--- config.mk ---
export PLATFORM = sky130hd
export DESIGN_NAME = fts_status_bank
export DESIGN_NICKNAME = d
export VERILOG_FILES = /design/src/core/fts_pkg.sv /design/src/core/fts_status_bank.sv /design/src/core/fts_gate_timer.sv
export SDC_FILE = /design/constraint.sdc
export NUM_CORES = 1
export LEC_CHECK = 0
export BUFFER_PORTS_ARGS = -buffer_cell sky130_fd_sc_hd__buf_2
export CAP_MARGIN = 30
export CORE_ASPECT_RATIO = 0.7
export CORE_MARGIN = 8
export CORE_UTILIZATION = 43
export CTS_BUF_LIST = sky130_fd_sc_hd__clkbuf_4
export DETAILED_ROUTE_END_ITERATION = 10
export GPL_TIMING_DRIVEN = 0
export PLACE_DENSITY = 0.74
export SLEW_MARGIN = 30
export SYNTH_ARGS = -nofsm -noshare
export SYNTH_HDL_FRONTEND = slang
export SYNTH_SLANG_ARGS = --single-unit
export TNS_END_PERCENT = 50
--- constraint.sdc ---
create_clock -name clk_sys -period 1.8 [get_ports clk_sys]
set_input_delay 0.18 -clock clk_sys [delete_from_list [all_inputs] [get_ports clk_sys]]
set_output_delay 0.18 -clock clk_sys [all_outputs]
set_load 0.03 [all_outputs]
--- src/core/fts_pkg.sv ---
// package: register map, field positions and reset values of the fifo status bank
// assumes: a single 40 MHz system clock and an 8-bit register port outside this block
package fts_pkg;
  // ==========================================================
  // register offsets
  localparam logic [7:0] FTS_ADDR_STATUS  = 8'h00;
  localparam logic [7:0] FTS_ADDR_TRIGCFG = 8'h0a;
  localparam logic [7:0] FTS_ADDR_SYSMODE = 8'h0b;
  // ==========================================================
  // field positions
  localparam int FTS_ST_OVF_BIT  = 7;
  localparam int FTS_ST_WMRK_BIT = 6;
  localparam int FTS_SM_GERR_BIT = 7;
  localparam logic [7:0] FTS_TRIG_MASK = 8'h3e; // bits 5..1 writable
  // ==========================================================
  // reset values and codes
  localparam logic [7:0] FTS_TRIGCFG_RST = 8'h00;
  localparam logic [4:0] FTS_GT_RST      = 5'h00;
  localparam logic [4:0] FTS_GT_MAX      = 5'h1f;
  localparam logic [1:0] FTS_FMODE_OFF   = 2'h0;
  localparam logic [1:0] FTS_FMODE_TRIG  = 2'h3;
  localparam int         FTS_DEPTH       = 32;
  typedef enum logic [1:0] {
    FTS_MODE_STANDBY = 2'b00,
    FTS_MODE_WAKE    = 2'b01,
    FTS_MODE_SLEEP   = 2'b10
  } fts_mode_e;
endpackage : fts_pkg

--- src/core/fts_status_bank.sv ---
// module: fifo status, trigger source enable and system mode registers
// assumes: the serial port gives one-cycle read/write strobes on clk_sys; the fifo,
//          event detectors and sleep logic share clk_sys
// Notes on behaviour
// - fifo driver on: address zero shows fifo status
// - bits 5..0 give stored sample count
// - bit 7 high while fifo overflowed
// - bit 6 high while count at/above watermark
// - in trigger mode bit 6 flags trigger
// - status read clears fifo interrupt bit
// - trigger mode: enabled event stops fifo collection
// - trigger bits 5,4: transient, orientation enables
// - trigger bits 3,2,1: pulse, freefall, magnitude
// - mode bits 1..0: standby, wake, sleep
// - trigger enables, gate error and elapsed count read zero after reset
// - gate error set on detect, cleared on empty
// - bits 6..2 count rate periods since error
// - mode zero selects data-ready status alias
// - overflow or watermark match sets fifo interrupt
// - mode register read clears auto-sleep bit
module fts_status_bank
  import fts_pkg::*;
#(
  parameter int CNT_W = 6
) (
  // clock and reset
  input  wire logic             clk_sys,
  input  wire logic             rst,
  // register port
  input  wire logic [7:0]       reg_addr,
  input  wire logic             reg_rd,
  input  wire logic             reg_wr,
  input  wire logic [7:0]       reg_wdata,
  output logic [7:0]            reg_rdata_q,
  // fifo side
  input  wire logic [1:0]       fifo_mode,
  input  wire logic [CNT_W-1:0] fifo_wmrk,
  input  wire logic [CNT_W-1:0] fifo_count,
  input  wire logic             fifo_ovf,
  input  wire logic             fifo_push,
  input  wire logic             fifo_gate_err,
  input  wire logic [7:0]       data_ready_status_register,
  output logic                  fifo_collect_stop,
  // event flags: [5] transient [4] orientation [3] pulse [2] freefall [1] magnitude
  input  wire logic [7:0]       event_flags,
  // system mode and tick
  input  wire logic [1:0]       sys_mode,
  input  wire logic             output_data_rate_tick,
  input  wire logic             aslp_event,
  // interrupt source bits
  output logic                  src_fifo_q,
  output logic                  src_aslp_q
);
  // ==========================================================
  // state
  logic [7:0]  trig_cfg_q;
  logic        trig_hit_q;
  logic        gerr_q;
  logic        wm_prev_q;
  logic        ovf_prev_q;
  logic [4:0]  gt_q;

  // ==========================================================
  // decode
  wire rd_status  = reg_rd && (reg_addr == FTS_ADDR_STATUS);
  wire rd_sysmode = reg_rd && (reg_addr == FTS_ADDR_SYSMODE);
  wire wr_trig    = reg_wr && (reg_addr == FTS_ADDR_TRIGCFG);
  wire trig_mode  = (fifo_mode == FTS_FMODE_TRIG);
  wire fifo_on    = (fifo_mode != FTS_FMODE_OFF);
  wire fifo_empty = (fifo_count == '0);
  wire wm_level   = (fifo_count >= fifo_wmrk);
  wire wm_match   = (fifo_count == fifo_wmrk) && !wm_prev_q;
  wire trig_fire  = trig_mode && |(event_flags & trig_cfg_q & FTS_TRIG_MASK);
  wire wm_flag    = trig_mode ? trig_hit_q : wm_level;
  // overflow counts once as it rises, so a status read can clear the bit while still full
  wire ovf_rise   = fifo_ovf && !ovf_prev_q;
  wire fifo_set   = ovf_rise || wm_match || ((wm_level || fifo_ovf) && fifo_push);

  // fifo status word: overflow, watermark/trigger, count
  wire [7:0] status_word = {fifo_ovf, wm_flag, fifo_count[5:0]};
  wire [7:0] sysmode_word = {gerr_q, gt_q, sys_mode};
  wire [7:0] rd_mux =
    (reg_addr == FTS_ADDR_STATUS)  ? (fifo_on ? status_word
                                              : data_ready_status_register) :
    (reg_addr == FTS_ADDR_TRIGCFG) ? trig_cfg_q :
    (reg_addr == FTS_ADDR_SYSMODE) ? sysmode_word : 8'h00;

  assign fifo_collect_stop = trig_mode && (trig_hit_q || trig_fire);

  // ==========================================================
  // trigger config register, only writable register of the bank
  always_ff @(posedge clk_sys or posedge rst) begin
    if (rst) begin
      trig_cfg_q <= FTS_TRIGCFG_RST;
    end else if (wr_trig) begin
      trig_cfg_q <= reg_wdata & FTS_TRIG_MASK;
    end
  end

  // ==========================================================
  // trigger latch: held until trigger mode is left
  always_ff @(posedge clk_sys or posedge rst) begin
    if (rst) begin
      trig_hit_q <= 1'b0;
    end else if (trig_fire) begin
      trig_hit_q <= 1'b1;
    end else if (!trig_mode) begin
      trig_hit_q <= 1'b0;
    end
  end

  // ==========================================================
  // gate error: set wins over empty so a same-cycle error is kept
  always_ff @(posedge clk_sys or posedge rst) begin
    if (rst) begin
      gerr_q <= 1'b0;
    end else if (fifo_gate_err) begin
      gerr_q <= 1'b1;
    end else if (fifo_empty) begin
      gerr_q <= 1'b0;
    end
  end

  fts_gate_timer #(.W(5)) u_gate_timer (
    .clk_sys   (clk_sys),
    .rst       (rst),
    .gate_err  (gerr_q),
    .odr_tick  (output_data_rate_tick),
    .elapsed_q (gt_q)
  );

  // ==========================================================
  // interrupt source bits: hardware set beats read clear
  always_ff @(posedge clk_sys or posedge rst) begin
    if (rst) begin
      src_fifo_q <= 1'b0;
      src_aslp_q <= 1'b0;
      wm_prev_q  <= 1'b0;
      ovf_prev_q <= 1'b0;
    end else begin
      wm_prev_q  <= (fifo_count == fifo_wmrk);
      ovf_prev_q <= fifo_ovf;
      src_fifo_q <= fifo_set || (src_fifo_q && !rd_status);
      src_aslp_q <= aslp_event || (src_aslp_q && !rd_sysmode);
    end
  end

  // ==========================================================
  // read data register, writes elsewhere ignored
  always_ff @(posedge clk_sys or posedge rst) begin
    if (rst) begin
      reg_rdata_q <= 8'h00;
    end else if (reg_rd) begin
      reg_rdata_q <= rd_mux;
    end
  end

  // ==========================================================
  // checks
  chk_status_count: assert property (@(posedge clk_sys) disable iff (rst)
    (rd_status && fifo_on) |=> (reg_rdata_q[5:0] == $past(fifo_count[5:0])))
    else $error("status count mismatch");
  chk_status_ovf: assert property (@(posedge clk_sys) disable iff (rst)
    (rd_status && fifo_on) |=> (reg_rdata_q[7] == $past(fifo_ovf)))
    else $error("overflow bit mismatch");
  chk_wmrk_level: assert property (@(posedge clk_sys) disable iff (rst)
    (rd_status && fifo_on && !trig_mode) |=> (reg_rdata_q[6] == $past(wm_level)))
    else $error("watermark bit mismatch");
  chk_alias_select: assert property (@(posedge clk_sys) disable iff (rst)
    (rd_status && !fifo_on) |=> (reg_rdata_q == $past(data_ready_status_register)))
    else $error("data ready alias wrong");
  chk_fifo_clear: assert property (@(posedge clk_sys) disable iff (rst)
    (rd_status && !fifo_set) |=> !src_fifo_q)
    else $error("fifo source not cleared");
  chk_aslp_clear: assert property (@(posedge clk_sys) disable iff (rst)
    (rd_sysmode && !aslp_event) |=> !src_aslp_q)
    else $error("sleep source not cleared");
  chk_trig_stop: assert property (@(posedge clk_sys) disable iff (rst)
    (trig_fire ##1 trig_mode) |-> fifo_collect_stop)
    else $error("trigger did not stop fifo");
  chk_gerr_clear: assert property (@(posedge clk_sys) disable iff (rst)
    (fifo_empty && !fifo_gate_err) |=> (!gerr_q ##1 gt_q == 5'h00))
    else $error("gate error not cleared");
  chk_trig_write: assert property (@(posedge clk_sys) disable iff (rst)
    !wr_trig |=> (trig_cfg_q == $past(trig_cfg_q)))
    else $error("trigger config changed without write");

  // ==========================================================
  // checks on read fields, enables and interrupt sources
  chk_trig_flag: assert property (@(posedge clk_sys) disable iff (rst)
    (rd_status && fifo_on && trig_mode) |=> (reg_rdata_q[6] == $past(trig_hit_q)))
    else $error("trigger flag bit mismatch");
  chk_cfg_enables: assert property (@(posedge clk_sys) disable iff (rst)
    wr_trig |=> (trig_cfg_q[5:1] == $past(reg_wdata[5:1])))
    else $error("trigger enables not written");
  chk_mode_field: assert property (@(posedge clk_sys) disable iff (rst)
    rd_sysmode |=> (reg_rdata_q[1:0] == $past(sys_mode)))
    else $error("system mode field mismatch");
  chk_gerr_bit: assert property (@(posedge clk_sys) disable iff (rst)
    rd_sysmode |=> (reg_rdata_q[7] == $past(gerr_q)))
    else $error("gate error bit mismatch");
  chk_gerr_set: assert property (@(posedge clk_sys) disable iff (rst)
    fifo_gate_err |=> gerr_q)
    else $error("gate error not set");
  chk_gt_count: assert property (@(posedge clk_sys) disable iff (rst)
    (gerr_q && output_data_rate_tick && (gt_q != FTS_GT_MAX)) |=> (gt_q == $past(gt_q) + 5'h01))
    else $error("elapsed count did not advance");
  chk_gt_idle: assert property (@(posedge clk_sys) disable iff (rst)
    !gerr_q |=> (gt_q == FTS_GT_RST))
    else $error("elapsed count not zero");
  chk_ovf_set: assert property (@(posedge clk_sys) disable iff (rst)
    ovf_rise |=> src_fifo_q)
    else $error("overflow did not set fifo source");
  chk_wmatch_set: assert property (@(posedge clk_sys) disable iff (rst)
    wm_match |=> src_fifo_q)
    else $error("watermark match did not set fifo source");
  chk_push_set: assert property (@(posedge clk_sys) disable iff (rst)
    (fifo_push && (wm_level || fifo_ovf)) |=> src_fifo_q)
    else $error("new sample did not set fifo source");
  chk_aslp_set: assert property (@(posedge clk_sys) disable iff (rst)
    aslp_event |=> src_aslp_q)
    else $error("sleep event did not set source");
endmodule : fts_status_bank

--- src/core/fts_gate_timer.sv ---
// module: elapsed output-data-rate counter for the fifo gate error
// assumes: odr_tick is a one-cycle pulse on clk_sys
module fts_gate_timer #(
  parameter int W = 5
) (
  // clock and reset
  input  wire logic         clk_sys,
  input  wire logic         rst,
  // control
  input  wire logic         gate_err,
  input  wire logic         odr_tick,
  // count
  output logic [W-1:0]      elapsed_q
);
  import fts_pkg::*;
  logic [W-1:0] elapsed_d;
  wire          at_max = &elapsed_q;

  // saturate instead of wrapping so a long-stale error never looks fresh
  assign elapsed_d = !gate_err ? '0 :
                     (odr_tick && !at_max) ? elapsed_q + 1'b1 : elapsed_q;

  // ==========================================================
  // counter register
  always_ff @(posedge clk_sys or posedge rst) begin
    if (rst) begin
      elapsed_q <= '0;
    end else begin
      elapsed_q <= elapsed_d;
    end
  end

  chk_gt_sat: assert property (@(posedge clk_sys) disable iff (rst)
    (gate_err && at_max) |=> (elapsed_q == {W{1'b1}}))
    else $error("gate timer wrapped");
endmodule : fts_gate_timer

==> impl_metrics.json <==
{
  "die_area_mm2": 0.00545,
  "cp_max_fo": 7,
  "final_area_mm2": 0.00186,
  "synth_seq_area_share_pct": 42.1,
  "drc": 0,
  "crit_start": "reg_addr[5]",
  "pin_count": 68,
  "end_kind": "flip-flop",
  "start_util_pct": 45.0,
  "finalSetupViolCount": 0,
  "drt_iter0_drc": 44,
  "required_ns": 2.02,
  "wire_per_inst_um": 16.5,
  "vias": 1332,
  "comb_power_share_pct": 31.7,
  "worstSetupPathType": "input port to flip-flop",
  "p_clk_share_pct": 18.6,
  "cellLeakagePower_nw": 0.947,
  "fin_skew_ns": 0.00399,
  "nFillCells": 272,
  "totalWireLength_um": 4090,
  "async_flop_share_pct": 100,
  "status": "completed",
  "clk_pin_slew_ns": 0.13,
  "synth-edff-count": 0,
  "ir_drop_mv": 0.323,
  "viasPerCell": 5.37,
  "synthMostInstantiatedCell": "dfrtp_1",
  "placed_area_mm2": 0.00178,
  "maxSlewViolCount": 0,
  "port_buffers": 60,
  "hp-class": "input port to flip-flop",
  "finalWorstSetupSlack_ns": 0.0636,
  "pre_cts_ws_ns": -0.280,
  "path_buf_inv": 2,
  "power_density_mw_per_mm2": 712,
  "hpwl_um": 3350,
  "switchingPower_w": 0.000413,
  "ant_nets": 0,
  "yosys.area.top_type_share_pct": 42.1,
  "finalCriticalPeriod_ns": 1.74,
  "p_int_w": 0.000914,
  "cp_slowest_cell": "or4_4",
  "drive_gt1_share_pct": 34.8,
  "syn_nets": 204,
  "root_buffer": "clkbuf_4",
  "synth.avg_cell_area_um2": 10.3,
  "dieWidth_um": 84.9,
  "synth-warning-count": 0,
  "grt_pass1_wl_um": 6430,
  "path_cells": "buf_2 > or4_4 > or3b_1 > buf_2 > or2_1 > a221o_1",
  "r2r_setup_slack_ns": 0.10,
  "critPathCapture": "src_fifo_q",
  "path_depth": 6,
  "synth_top_area_cell": "dfrtp_1",
  "grt_max_degree": 25,
  "synth_ff_type": "dfrtp_1",
  "floorplan.die.height_um": 64.2,
  "reg2reg_from": "u_gate_timer.elapsed_q[1]",
  "synthTopCellsByArea": "dfrtp_1 (42%), mux2i_1 (9.8%), ha_1 (7.0%)",
  "cts_buffer_depth": 2,
  "finalNetCount": 276,
  "seq_area_um2": 601,
  "gp_congestion": 0.897,
  "seqPwrFrac_pct": 49.7,
  "cp_data_arrival_time_ns": 1.96,
  "yosys-top-cells-count": "dfrtp_1 (24), inv_1 (15), mux2i_1 (14)",
  "clock-sinks": 24,
  "clk_latency_ns": 0.32,
  "grt_pass1_vias": 1297,
  "synth_seq_cells": 24,
  "worst_setup_path_start_kind": "input port",
  "reg2reg_to": "u_gate_timer.elapsed_q[3]",
  "hold_viol": 0,
  "syn_to_final_growth_pct": 30.5,
  "rows": 17,
  "slew_headroom_pct": 46.9,
  "grt.overflow.total": 0,
  "multi_input_area_um2": 751,
  "worst_pin_slew_ns": 0.793,
  "fin_crit_sh_pct": 96.5,
  "cts_buffers": 3,
  "antenna_found_initial": 0,
  "num_antenna_cells": 0,
  "dr.pass1.iters": 4,
  "htreeDepth": 1,
  "cts_tree": "yes",
  "syn_area_mm2": 0.00143,
  "grtUsageTotal_pct": 14.7,
  "core_mm2": 0.00317,
  "path_delay_family": "simple AND/OR/NAND/NOR gates",
  "syn_inst": 139,
  "max_stage_delay_ns": 0.55,
  "cpMostUsedCell": "buf_2",
  "clock.fmax_mhz": 576,
  "r2r_cells": 8,
  "drv_cap": 0,
  "synth.distinct_cells": 38,
  "sw_frac_of_total_pct": 31.1
}
-- power by group through the flow --
stage                     Combinational, W  Clock (W)  Sequential, W
after floorplan                   0.000239          0       0.000666
after global placement            0.000337          0       0.000679
after detailed placement          0.000355          0       0.000685
after CTS                         0.000386   0.000259       0.000667
after global routing              0.000461   0.000276       0.000670
final                             0.000420   0.000246       0.000660
-- worst reg2reg max path, cell delays in order (launching register included) --
cell and delay, ns:
dfrtp_1 0.42, ha_1 0.20, and3_1 0.17, ha_1 0.17, nor2b_1 0.10, buf_4 0.14
nand4_1 0.11, xnor2_1 0.13, and2_1 0.15
-- metal layers --
metal | track usage (%) | share of wire [%]
met5 | 0 | 0
met4 | 3.97 | 0.83
met3 | 5.10 | 7.6
met2 | 21.8 | 43
met1 | 19.7 | 48
-- per-stage QoR --
stage / instances / hold slack (ns) / utilization (%) / total power [W] / setup TNS, ns
final: 248 / 0.0259 / 58.8 / 0.00133 / 0
after global routing: 248 / 0.0231 / 58.8 / 0.00141 / -0.00495
after CTS: 243 / 0.0182 / 57.5 / 0.00131 / 0
after detailed placement: 237 / 0.318 / 56.0 / 0.00104 / -1.30
after global placement: 237 / 0.321 / 56.0 / 0.00102 / -1.02
after floorplan: 139 / 0.195 / - / 0.000905 / -0.0902
-- cell usage in the layout (no fill, tap or decap), types with 2 or more instances in the layout --
cell type,instances
nor2_1,4
a21oi_1,3
and3_1,2
buf_4,6
a41oi_1,2
buf_2,61
mux2i_1,14
nand4_1,2
dlygate4sd3_1,2
clkbuf_1,3
a31oi_1,2
nand2_1,6
o22ai_1,8
mux2_1,5
xnor2_1,2
clkbuf_4,3
dfrtp_1,24
nor2b_1,6
inv_1,14
o31ai_1,2
xor2_1,2
ha_1,8
and2_1,3
a22oi_1,2
a21o_1,2
o22a_1,5
-- worst min-delay path by stage --
stage	slack (ns)	depth (start not counted)	start	endpoint
global placement	0.32	1	fifo_ovf	ovf_prev_q
global route	0.02	2	aslp_event	src_aslp_q
detailed placement	0.32	1	fifo_ovf	ovf_prev_q
finish	0.03	2	fifo_gate_err	gerr_q
floorplan	0.19	1	rst	gerr_q
CTS	0.02	2	fifo_gate_err	gerr_q
-- layout make-up --
| cell class | count | area share [%] |
|---|---|---|
| repair buffers | 67 | 19.2 |
| plain buffers | 5 | 1.28 |
| clock buffers | 3 | 1.21 |
| well taps | 38 | 2.55 |
| clock inverters | 1 | 0.201 |
| flip-flops and latches | 24 | 32.2 |
| multi-input cells | 95 | 40.3 |
| inverters | 15 | 3.02 |
-- what timing repair did --
| item | CTS | global route |
|---|---|---|
| gates resized for setup | 2 | 1 |
| hold buffers | 1 | 1 |
| buffers inserted | 1 | 4 |
| endpoints found under the setup margin | 2 | 2 |
| endpoints found under the hold margin | 1 | 24 |
| cloned | 0 | 0 |
-- kinds of logic (layout without fill, tap and decap cells) --
logic type,Yosys count,after routing,share of synthesized area [%]
AO/OA/AOI/OAI,31,31,15.4
XOR/XNOR,4,4,2.45
adder cells (fa/ha/maj),8,8,7.01
buffers and inverters,20,91,5.35
flip-flops,24,24,42.1
multiplexers,19,19,13.8
AND/OR/NAND/NOR,33,33,13.9
-- state kept, by name (all words and copies together), names as in the netlist --
| signal | flops |
|---|---|
| reg_rdata_q | 8 |
| trig_cfg_q | 5 |
| u_gate_timer.elapsed_q | 5 |
| gerr_q | 1 |
| ovf_prev_q | 1 |
| src_aslp_q | 1 |
| src_fifo_q | 1 |
| trig_hit_q | 1 |
| wm_prev_q | 1 |
(Power assumes the default switching activity.)
